<file path="src/rtl/adc_mode_consts.svh">
// Constants of the converter mode-programming port: offsets, fields, resets, counts.
// Assumes inclusion by bare name from the package and the port module.
`ifndef ADC_MODE_CONSTS_SVH
`define ADC_MODE_CONSTS_SVH
// Register addresses
`define ADDR_SOFT_RESET     7'h00
`define ADDR_POWER_DOWN     7'h01
// Field positions
`define SOFT_RESET_BIT      7
`define PD_FIELD_MSB        1
// Reset values
`define POWER_DOWN_RESET    2'h0
`define READ_IDLE_VALUE     8'h00
// Power-down field codes
`define PD_NORMAL           2'h0
`define PD_NAP              2'h1
`define PD_SLEEP            2'h3
// Serial word layout
`define WORD_BITS           5'h10
`define ADDR_DONE_BITS      5'h08
// Parallel-mode output settings: lowest LVDS current code, termination off
`define LVDS_CURRENT_PAR    3'h0
`define TERM_PAR            1'b0
// Sample-clock cycles granted after leaving nap
`define NAP_RECOVERY_CYCLES 7'h64
`endif

</file>
<file path="src/rtl/adc_mode_pkg.sv">
// Types shared by the converter mode-programming port.
// Assumes the constants header sits beside it.
`include "adc_mode_consts.svh"
package adc_mode_pkg;
    typedef enum logic [2:0] {
        LINK_IDLE     = 3'b001,
        LINK_SHIFT    = 3'b010,
        LINK_PARALLEL = 3'b100
    } link_state_t;
    typedef enum logic [1:0] {
        OMODE_CMOS     = 2'b00,
        OMODE_LVDS     = 2'b01,
        OMODE_DDR_CMOS = 2'b10
    } out_mode_t;
endpackage : adc_mode_pkg

</file>
<file path="src/rtl/adc_mode_programming_port.sv">
// Mode-programming port of a sampling converter: strap-selected parallel pins or serial port.
// Assumes all pins, the host serial clock and the sample clock are asynchronous to clk_sys.
`timescale 1ns/1ns
`include "adc_mode_consts.svh"
module adc_mode_programming_port (
    input  wire logic       clk_sys,                  // System clock, 50 MHz
    input  wire logic       rst,                      // Asynchronous reset, active high
    input  wire logic       programming_select_strap, // Strap: high parallel, low serial
    input  wire logic       cs_n,                     // Chip-select pin, active low
    input  wire logic       sck,                      // Serial clock pin
    input  wire logic       sdi,                      // Serial data input pin
    input  wire logic       sample_clk,               // Converter sample clock
    output logic            sdo_out,                  // Open-drain level, always low
    output logic            sdo_oe,                   // High while pulling the output low
    output logic            parallel_mode,            // Strap selects parallel mode
    output logic            dcs_enable,               // Duty-cycle stabilizer on
    output logic [1:0]      output_mode,              // Digital output mode
    output logic [2:0]      lvds_current,             // LVDS current code
    output logic            termination_on,           // Internal LVDS termination
    output logic            sleep_mode,               // Whole converter asleep
    output logic            nap_mode,                 // Core napping
    output logic            core_data_valid,          // Core output data valid
    output logic            soft_reset_pulse          // One cycle on software reset
);

    ////////////////////////////////////////////////////////////////////////////
    // Input synchronisers
    logic [4:0] pin_meta;
    logic [4:0] pin_sync;
    logic       cs_d;
    logic       sck_d;
    logic       smp_d;
    always_ff @(posedge clk_sys or posedge rst) begin
        if (rst) begin
            // Strap bit starts serial so no false parallel pulse follows reset
            pin_meta <= 5'h17;
            pin_sync <= 5'h17;
        end else begin
            pin_meta <= {sample_clk, programming_select_strap, cs_n, sck, sdi};
            pin_sync <= pin_meta;
        end
    end
    wire smp_s   = pin_sync[4];
    wire strap_s = pin_sync[3];
    wire cs_s    = pin_sync[2];
    wire sck_s   = pin_sync[1];
    wire sdi_s   = pin_sync[0];

    // Edge history behind the second stage
    always_ff @(posedge clk_sys or posedge rst) begin
        if (rst) begin
            cs_d  <= 1'b1;
            sck_d <= 1'b1;
            smp_d <= 1'b1;
        end else begin
            cs_d  <= cs_s;
            sck_d <= sck_s;
            smp_d <= smp_s;
        end
    end
    wire cs_fall  = cs_d & ~cs_s;
    wire cs_rise  = ~cs_d & cs_s;
    wire sck_rise = ~sck_d & sck_s;
    wire sck_fall = sck_d & ~sck_s;
    wire smp_rise = ~smp_d & smp_s;

    ////////////////////////////////////////////////////////////////////////////
    // Link state
    adc_mode_pkg::link_state_t state;
    adc_mode_pkg::link_state_t next_state;
    always_comb begin
        next_state = state;
        case (state)
            adc_mode_pkg::LINK_IDLE: begin
                if (strap_s) next_state = adc_mode_pkg::LINK_PARALLEL;
                else if (cs_fall) next_state = adc_mode_pkg::LINK_SHIFT;
            end
            adc_mode_pkg::LINK_SHIFT: begin
                if (strap_s) next_state = adc_mode_pkg::LINK_PARALLEL;
                else if (cs_s) next_state = adc_mode_pkg::LINK_IDLE;
            end
            adc_mode_pkg::LINK_PARALLEL: begin
                if (!strap_s) next_state = adc_mode_pkg::LINK_IDLE;
            end
            default: next_state = adc_mode_pkg::LINK_IDLE;
        endcase
    end
    always_ff @(posedge clk_sys or posedge rst) begin
        if (rst) state <= adc_mode_pkg::LINK_IDLE;
        else state <= next_state;
    end
    wire shifting = (state == adc_mode_pkg::LINK_SHIFT) && !strap_s && !cs_s;

    ////////////////////////////////////////////////////////////////////////////
    // Command shifter: flag, seven address bits, eight data bits
    logic [4:0]  bit_count;
    logic [15:0] cmd_word;
    always_ff @(posedge clk_sys or posedge rst) begin
        if (rst) begin
            bit_count <= 5'h00;
            cmd_word  <= 16'h0000;
        end else if (!shifting) begin
            bit_count <= 5'h00;
        end else if (sck_rise && bit_count < `WORD_BITS) begin
            bit_count <= bit_count + 5'h01;
            cmd_word  <= {cmd_word[14:0], sdi_s};
        end
    end
    wire       word_full = (bit_count == `WORD_BITS);
    wire       rw_flag   = cmd_word[15];
    wire [6:0] cmd_addr  = cmd_word[14:8];
    wire [7:0] cmd_data  = cmd_word[7:0];
    // Complete write word taken on chip-select rising
    wire commit_write = cs_rise && (state == adc_mode_pkg::LINK_SHIFT)
                        && word_full && !rw_flag;

    ////////////////////////////////////////////////////////////////////////////
    // Mode control registers
    logic [1:0] power_down;
    always_ff @(posedge clk_sys or posedge rst) begin
        if (rst) begin
            power_down       <= `POWER_DOWN_RESET;
            soft_reset_pulse <= 1'b0;
        end else begin
            soft_reset_pulse <= 1'b0;
            if (commit_write && cmd_addr == `ADDR_SOFT_RESET && cmd_data[`SOFT_RESET_BIT]) begin
                power_down       <= `POWER_DOWN_RESET;
                soft_reset_pulse <= 1'b1;
            end else if (commit_write && cmd_addr == `ADDR_POWER_DOWN) begin
                power_down <= cmd_data[`PD_FIELD_MSB:0];
            end
        end
    end

    ////////////////////////////////////////////////////////////////////////////
    // Readback shifter, open-drain output
    logic [7:0] rd_shift;
    logic       rd_active;
    // Reset register reads as idle value; address sits in low bits at load time
    wire [7:0]  rd_value = (cmd_word[6:0] == `ADDR_POWER_DOWN) ?
                           {6'h00, power_down} : `READ_IDLE_VALUE;
    always_ff @(posedge clk_sys or posedge rst) begin
        if (rst) begin
            rd_shift  <= 8'h00;
            rd_active <= 1'b0;
        end else if (!shifting) begin
            rd_active <= 1'b0;
        end else if (sck_rise && bit_count == `ADDR_DONE_BITS - 5'h01) begin
            rd_active <= cmd_word[6];
            rd_shift  <= 8'h00;
        end else if (rd_active && bit_count == `ADDR_DONE_BITS && rd_shift == 8'h00
                     && !sck_rise) begin
            rd_shift <= rd_value;
        end else if (sck_fall && bit_count > `ADDR_DONE_BITS) begin
            rd_shift <= {rd_shift[6:0], 1'b0};
        end
    end
    // Drive low only for a zero bit while selected
    always_ff @(posedge clk_sys or posedge rst) begin
        if (rst) begin
            sdo_out <= 1'b0;
            sdo_oe  <= 1'b0;
        end else begin
            sdo_out <= 1'b0;
            sdo_oe  <= shifting && rd_active && !rd_shift[7];
        end
    end

    ////////////////////////////////////////////////////////////////////////////
    // Operating mode outputs
    always_ff @(posedge clk_sys or posedge rst) begin
        if (rst) begin
            parallel_mode  <= 1'b0;
            dcs_enable     <= 1'b0;
            output_mode    <= adc_mode_pkg::OMODE_CMOS;
            lvds_current   <= `LVDS_CURRENT_PAR;
            termination_on <= `TERM_PAR;
            sleep_mode     <= 1'b0;
            nap_mode       <= 1'b0;
        end else if (strap_s) begin
            parallel_mode  <= 1'b1;
            dcs_enable     <= cs_s;
            output_mode    <= sck_s ? adc_mode_pkg::OMODE_LVDS
                                    : adc_mode_pkg::OMODE_CMOS;
            lvds_current   <= `LVDS_CURRENT_PAR;
            termination_on <= `TERM_PAR;
            sleep_mode     <= sdi_s;
            nap_mode       <= 1'b0;
        end else begin
            parallel_mode  <= 1'b0;
            dcs_enable     <= 1'b0;
            output_mode    <= adc_mode_pkg::OMODE_CMOS;
            lvds_current   <= `LVDS_CURRENT_PAR;
            termination_on <= `TERM_PAR;
            sleep_mode     <= (power_down == `PD_SLEEP);
            nap_mode       <= (power_down == `PD_NAP);
        end
    end

    ////////////////////////////////////////////////////////////////////////////
    // Wake-up recovery on the sample clock
    logic [6:0] recover_count;
    always_ff @(posedge clk_sys or posedge rst) begin
        if (rst) begin
            recover_count   <= 7'h00;
            core_data_valid <= 1'b0;
        end else if (sleep_mode || nap_mode) begin
            recover_count   <= 7'h00;
            core_data_valid <= 1'b0;
        end else begin
            if (smp_rise && recover_count < `NAP_RECOVERY_CYCLES)
                recover_count <= recover_count + 7'h01;
            core_data_valid <= (recover_count == `NAP_RECOVERY_CYCLES);
        end
    end
endmodule : adc_mode_programming_port

</file>
<file path="config.mk">
export PLATFORM = sky130hd
export DESIGN_NAME = adc_mode_programming_port
export DESIGN_NICKNAME = d
export VERILOG_FILES = /design/src/rtl/adc_mode_pkg.sv /design/src/rtl/adc_mode_programming_port.sv
export VERILOG_INCLUDE_DIRS = /design/src /design/src/rtl
export SDC_FILE = /design/constraint.sdc
export NUM_CORES = 1
export LEC_CHECK = 0
export BUFFER_PORTS_ARGS = -buffer_cell sky130_fd_sc_hd__buf_2
export CAP_MARGIN = 20
export CORE_ASPECT_RATIO = 1.4
export CORE_MARGIN = 5
export CORE_UTILIZATION = 45
export CTS_CLUSTER_SIZE = 24
export DETAILED_ROUTE_END_ITERATION = 6
export GPL_TIMING_DRIVEN = 0
export HOLD_SLACK_MARGIN = 0.08
export SLEW_MARGIN = 20
export SYNTH_ARGS = -nofsm -noshare
export SYNTH_HDL_FRONTEND = slang
export SYNTH_SLANG_ARGS = --single-unit
</file>
<file path="constraint.sdc">
create_clock -name clk_sys -period 3.1 [get_ports clk_sys]
set_input_delay 0.775 -clock clk_sys [delete_from_list [all_inputs] [get_ports clk_sys]]
set_output_delay 0.775 -clock clk_sys [all_outputs]
set_load 0.02 [all_outputs]
</file>
==> results of run 1 <==
==> synthesized netlist by cell type (2+ instances only) <==
master / instances / area share, %
dfrtp_1: 51 / 46
nor2_1: 21 / 2.9
mux2_4: 14 / 7.7
dfstp_2: 12 / 11
inv_1: 11 / 1.5
nand2_1: 11 / 1.5
nand4_1: 7 / 1.6
nor4_1: 7 / 1.6
buf_4: 6 / 1.6
mux2_2: 6 / 2.5
xor2_1: 6 / 1.9
mux2i_1: 5 / 1.8
nor3_1: 5 / 0.91
ha_1: 4 / 1.8
or3_1: 4 / 0.91
a31oi_1: 3 / 0.68
and2_1: 3 / 0.68
and3_1: 3 / 0.68
clkbuf_1: 3 / 0.41
o21ai_0: 3 / 0.55
xnor2_1: 3 / 0.96
a22o_1: 2 / 0.64
a41oi_1: 2 / 0.64
buf_6: 2 / 0.82
nand2b_1: 2 / 0.46
nand3b_1: 2 / 0.55
nor2b_1: 2 / 0.46
==> worst max-delay path by stage <==
stage	endpoint	slack [ps]	depth (start not counted)
floorplan	bit_count[0]	780	1
finish	rd_shift[7]	680	6
global route	rd_shift[7]	520	6
CTS	rd_shift[7]	670	6
global placement	bit_count[0]	-10	2
detailed placement	rd_shift[2]	690	6
==> registers in the layout (all words and copies together) (netlist names), 2 cells and up <==
signal         cells
bit_count          5
cmd_word          16
pin_meta           5
pin_sync           5
power_down         2
rd_shift           8
recover_count      7
state              3
==> area by class of cell <==
type / instances / area, sq um / share of cell area (%)
flip-flops and latches: 63 / 1590 / 49.9
inverters: 12 / 48.8 / 1.53
well taps: 70 / 87.6 / 2.75
clock buffers: 13 / 169 / 5.30
clock inverters: 3 / 65.1 / 2.04
multi-input cells: 138 / 1040 / 32.6
plain buffers: 13 / 88.8 / 2.79
repair buffers: 15 / 97.6 / 3.06
==> cells by family after synthesis <==
group / after synthesis / share of synthesized area, %
other cells: 1 / 0.137
xor+xnor: 9 / 2.87
simple gates: 77 / 15.3
buf+inv: 25 / 4.92
flops: 63 / 57.9
compound gates: 17 / 5.06
fa+ha+maj: 4 / 1.82
mux: 25 / 11.9
==> worst register-to-register path, delay by kind of cell (launching register included) <==
family / cells / cell delay [ps]
simple gates: 2 / 820
buf+inv: 1 / 80
flops: 1 / 410
compound gates: 1 / 470
fa+ha+maj: 1 / 170
mux: 1 / 340
==> metrics by stage <==
step | setup TNS (ps) | std cells | util [%] | power, mW
floorplan | 0 | 226 | - | 1.00
global placement | -552 | 310 | 49.5 | 1.03
detailed placement | 0 | 311 | 50.0 | 1.04
CTS | 0 | 327 | 54.0 | 1.87
global route | 0 | 327 | 54.0 | 1.93
finish | 0 | 327 | 54.0 | 1.85
==> power by group through the flow <==
stage	Clock (mW)	Combinational, mW	Sequential [mW]
6_report	0.821	0.132	0.892
5_1_grt	0.877	0.156	0.898
4_1_cts	0.839	0.135	0.892
3_5_place_dp	0	0.134	0.908
3_3_place_gp	0	0.126	0.906
2_1_floorplan	0	0.100	0.903
==> routing by layer <==
metal / wire length [um] / global-route usage (%) / up-vias / share of wire [%]
li1: - / - / 820 / -
met1: 2120 / 17.2 / 810 / 45
met2: 2240 / 20.5 / 26 / 48
met3: 171 / 3.88 / 11 / 3.7
met4: 133 / 8.63 / 0 / 2.8
met5: 0 / 0 / - / 0
==> reports/metrics.yaml, run 1 <==
grt:
  antenna_found_initial: 0
  grt_pass1_wl_um: 8180
  grt_pass1_vias: 1701
  grt_usage_pct: 13.6
  grt_max_degree: 53
  grt_overflow: 0
pwr:
  seqPwrFrac_pct: 48.3
  power_density_nw_per_um2: 579
  power.leakage_nw: 1.53
  p_int_mw: 1.44
  irDropWorstVdd_mv: 0.267
  switching_share_pct: 22.1
  p_switching_uw: 407
  pwr-share-clk_pct: 44.5
  pwr-share-comb_pct: 7.2
sta:
  fin_crit_sh_pct: 77.9
  relSlewSlack_pct: 64.3
  rsz0062_at_grt: "no"
  holdWs_ps: 337
  fmax_mhz: 414
  finalSetupViolCount: 0
  finalHoldViolCount: 0
  period_needed_ps: 2420
  finalMaxSlewViolations: 0
  finalClockSkew_ps: 7.79
  setup_slack_ps: 684
  worst_pin_slew_ps: 532
drt:
  wirelength_um: 4670
  via_per_inst: 5.10
  num_vias: 1667
  drc: 0
  final_antenna_net_count: 0
  routedWlPerCell_um: 14.3
  drt_iter0_markers: 81
  drtPass1Iterations: 4
run_status:
  status: "finished, final reports clean"
setup_path:
  critPathLaunchType: "register"
  cp_cell_sequence: "inv_1 > ha_1 > nor4bb_1 > nand4_1 > a31oi_4 > mux2_4"
  cp_data_required_time_ps: 3320
  slowest_delay_ps: 480
  critPathKind: "reg2reg"
  worst_ep_arrival_time_ps: 2640
  r2r.worst_path.cells: 6
  end_kind: "register"
  startpoint: "bit_count[1]"
  cp_top_family: "simple AND/OR/NAND/NOR gates"
  cp_max_fo: 8
  r2r_slack_ps: 680
  cp_num_buf_inv: 1
  reg2reg_from: "bit_count[1]"
  timing.rr.end: "rd_shift[7]"
  slowest_stage: "nor4bb_1"
synth:
  netlist_area_sq_um: 2750
  netlist_instances: 221
  ys.flop_type: "dfrtp_1"
  synth-seq-area-share_pct: 57.9
  synth-edff-count: 0
  ys_ff_latch: 63
  synth.distinct_cells: 48
  synth.avg_cell_area_sq_um: 12.4
  yosysWarnings: 0
  async_flop_share_pct: 100
clock_network:
  ctsHtreeMaxLevel: 3
  clockBufferDepth: 2
  hold_buffers: 0
  post_cts_buffers: 0
  cts_buffers: 9
  cts_tree: "done"
  clk_latency_ps: 340
  clk_pin_slew_ps: 70
  cts.repair.resized: 0
  cts_root_buf: "clkbuf_8"
  cts.sinks: 63
final_layout:
  layout_commonest_cell: "dfrtp_1"
  num-fill-cells: 518
  layout-drive-gt1-share_pct: 30.7
  insertedDiodeCount: 0
  design_area_sq_um: 3190
  syn_to_final_growth_pct: 16.0
  nets: 263
  layout_common_cells: "dfrtp_1, nor2_1, buf_2, mux2_4"
place:
  postPlaceCellArea_sq_um: 2950
  port_buffers: 14
  post-place-ws_ps: 691
  gp_congestion: 0.777
  dp_hpwl_um: 3210
floorplan:
  die_x_um: 76.0
  start_util_pct: 46.5
  die_area_sq_um: 7790
  core_sq_um: 5900
  ios: 21
  fp.dieH_um: 102
  num_rows: 33
job:
  drv_cap: 0
min_path:
  min_path_type: "in2async"
(Power assumes the default switching activity.)
==> run 2, diff against run 1 <==
==> constraint.sdc (replaced) <==
create_clock -name clk_sys -period 2.47 [get_ports clk_sys]
set_input_delay 0.6175 -clock clk_sys [delete_from_list [all_inputs] [get_ports clk_sys]]
set_output_delay 0.6175 -clock clk_sys [all_outputs]
set_load 0.02 [all_outputs]
==> reports/metrics.yaml, run 2 (synthesis results as in run 1) <==
floorplan:
  fp.dieH_um: 102
  ios: 21
  die_area_sq_um: 7790
  start_util_pct: 46.5
  num_rows: 33
  core_sq_um: 5900
  die_x_um: 76.0
drt:
  drc: 0
  routedWlPerCell_um: 14.2
  wirelength_um: 4680
  final_antenna_net_count: 0
  num_vias: 1669
  via_per_inst: 5.07
  drt_iter0_markers: 63
  drtPass1Iterations: 4
sta:
  relSlewSlack_pct: 64.3
  finalMaxSlewViolations: 0
  fmax_mhz: 446
  worst_pin_slew_ps: 532
  holdWs_ps: 178
  setup_slack_ps: 229
  final.setup.tns_ps: 0
  finalClockSkew_ps: 8.03
  rsz0062_at_grt: "no"
  fin_crit_sh_pct: 90.7
  period_needed_ps: 2240
  finalHoldViolCount: 0
  finalSetupViolCount: 0
setup_path:
  end_kind: "register"
  r2r.worst_path.cells: 6
  r2r_slack_ps: 230
  cp_max_fo: 7
  cp_data_required_time_ps: 2690
  critPathKind: "reg2reg"
  critPathLaunchType: "register"
  timing.rr.end: "rd_shift[7]"
  reg2reg_from: "bit_count[0]"
  worst_ep_arrival_time_ps: 2460
final_layout:
  regMostFlops: "cmd_word"
  syn_to_final_growth_pct: 16.8
  largest_reg_flops: 16
  multiInputGateArea_sq_um: 1040
  final_core_util_pct: 54.3
  final-seq-area_sq_um: 1590
  design_area_sq_um: 3210
  layout_commonest_cell: "dfrtp_1"
  nets: 265
  layout-drive-gt1-share_pct: 31.7
  num-fill-cells: 517
  fin_cells: 329
  layout_common_cells: "dfrtp_1, nor2_1, buf_2, mux2_4"
  biggestRegsByFlops: "cmd_word x16, rd_shift x8, recover_count x7"
  insertedDiodeCount: 0
pwr:
  pwr-share-clk_pct: 44.5
  switching_share_pct: 22.1
  power.leakage_nw: 1.54
  irDropWorstVdd_mv: 0.335
  seqPwrFrac_pct: 48.3
  power_density_nw_per_um2: 722
  pwr-share-comb_pct: 7.2
  total_power_mw: 2.32
  p_switching_uw: 512
  p_int_mw: 1.80
clock_network:
  cts_buffers: 9
  clk_pin_slew_ps: 70
  hold_buffers: 0
  clk_latency_ps: 340
  cts_tree: "done"
  ctsHtreeMaxLevel: 3
  cts_root_buf: "clkbuf_8"
  cts.sinks: 63
  clockBufferDepth: 2
grt:
  grt_pass1_vias: 1701
  grt_pass1_wl_um: 8180
  grt_max_degree: 53
  grt_overflow: 0
  antenna_found_initial: 0
  grt_usage_pct: 13.6
place:
  place_inst: 311
  port_buffers: 14
  postPlaceCellArea_sq_um: 2950
  post-place-ws_ps: 61.2
  dp_hpwl_um: 3210
  gp_congestion: 0.777
run_status:
  status: "finished, final reports clean"
min_path:
  min_path_type: "in2async"
job:
  drv_cap: 0
run 2: what timing repair did:
| item | in CTS | in global routing |
|---|---|---|
| setup endpoints to repair | 0 | 4 |
| setup buffers | 0 | 2 |
| gates resized for setup | 0 | 1 |
| hold endpoints to repair | 0 | 0 |
run 2: area by class of cell:
type                    instances  share of cell area [%]
multi-input cells             138                    32.6
flip-flops and latches         63                    49.6
well taps                      70                    2.73
clock inverters                 3                    2.03
clock buffers                  13                    5.27
plain buffers                  13                    2.77
repair buffers                 17                    3.51
inverters                      12                    1.52
run 2: critical path, cell delays in order, from the launching register on:
cell,delay [ps]
dfrtp_1,400
inv_1,60
ha_1,220
nor4bb_2,190
or4b_1,550
a31oi_4,370
mux2_4,340
run 2: worst max path at each step:
| stage | from | endpoint | slack, ps | depth (start not counted) |
|---|---|---|---|---|
| floorplan | rst | bit_count[0] | 300 | 1 |
| global placement | rst | bit_count[0] | -490 | 2 |
| finish | bit_count[0] | rd_shift[7] | 230 | 6 |
| CTS | bit_count[0] | rd_shift[7] | 40 | 6 |
| detailed placement | bit_count[0] | rd_shift[2] | 60 | 6 |
| global route | bit_count[0] | rd_shift[6] | 80 | 7 |
run 2: power groups by stage:
stage	Combinational, mW	Sequential (mW)	Clock (mW)
final	0.166	1.12	1.03
after global routing	0.195	1.13	1.10
after CTS	0.170	1.12	1.05
after detailed placement	0.168	1.14	0
after global placement	0.158	1.14	0
after floorplan	0.126	1.13	0
run 2: metal layers:
| layer | up-vias | part of all wire [%] | GRT usage (%) | routed length, um |
|---|---|---|---|---|
| met5 | - | 0 | 0 | 0 |
| met4 | 0 | 2.8 | 8.63 | 133 |
| met3 | 11 | 3.5 | 3.88 | 163 |
| met2 | 22 | 48 | 20.5 | 2240 |
| met1 | 811 | 46 | 17.2 | 2140 |
| li1 | 825 | - | - | - |
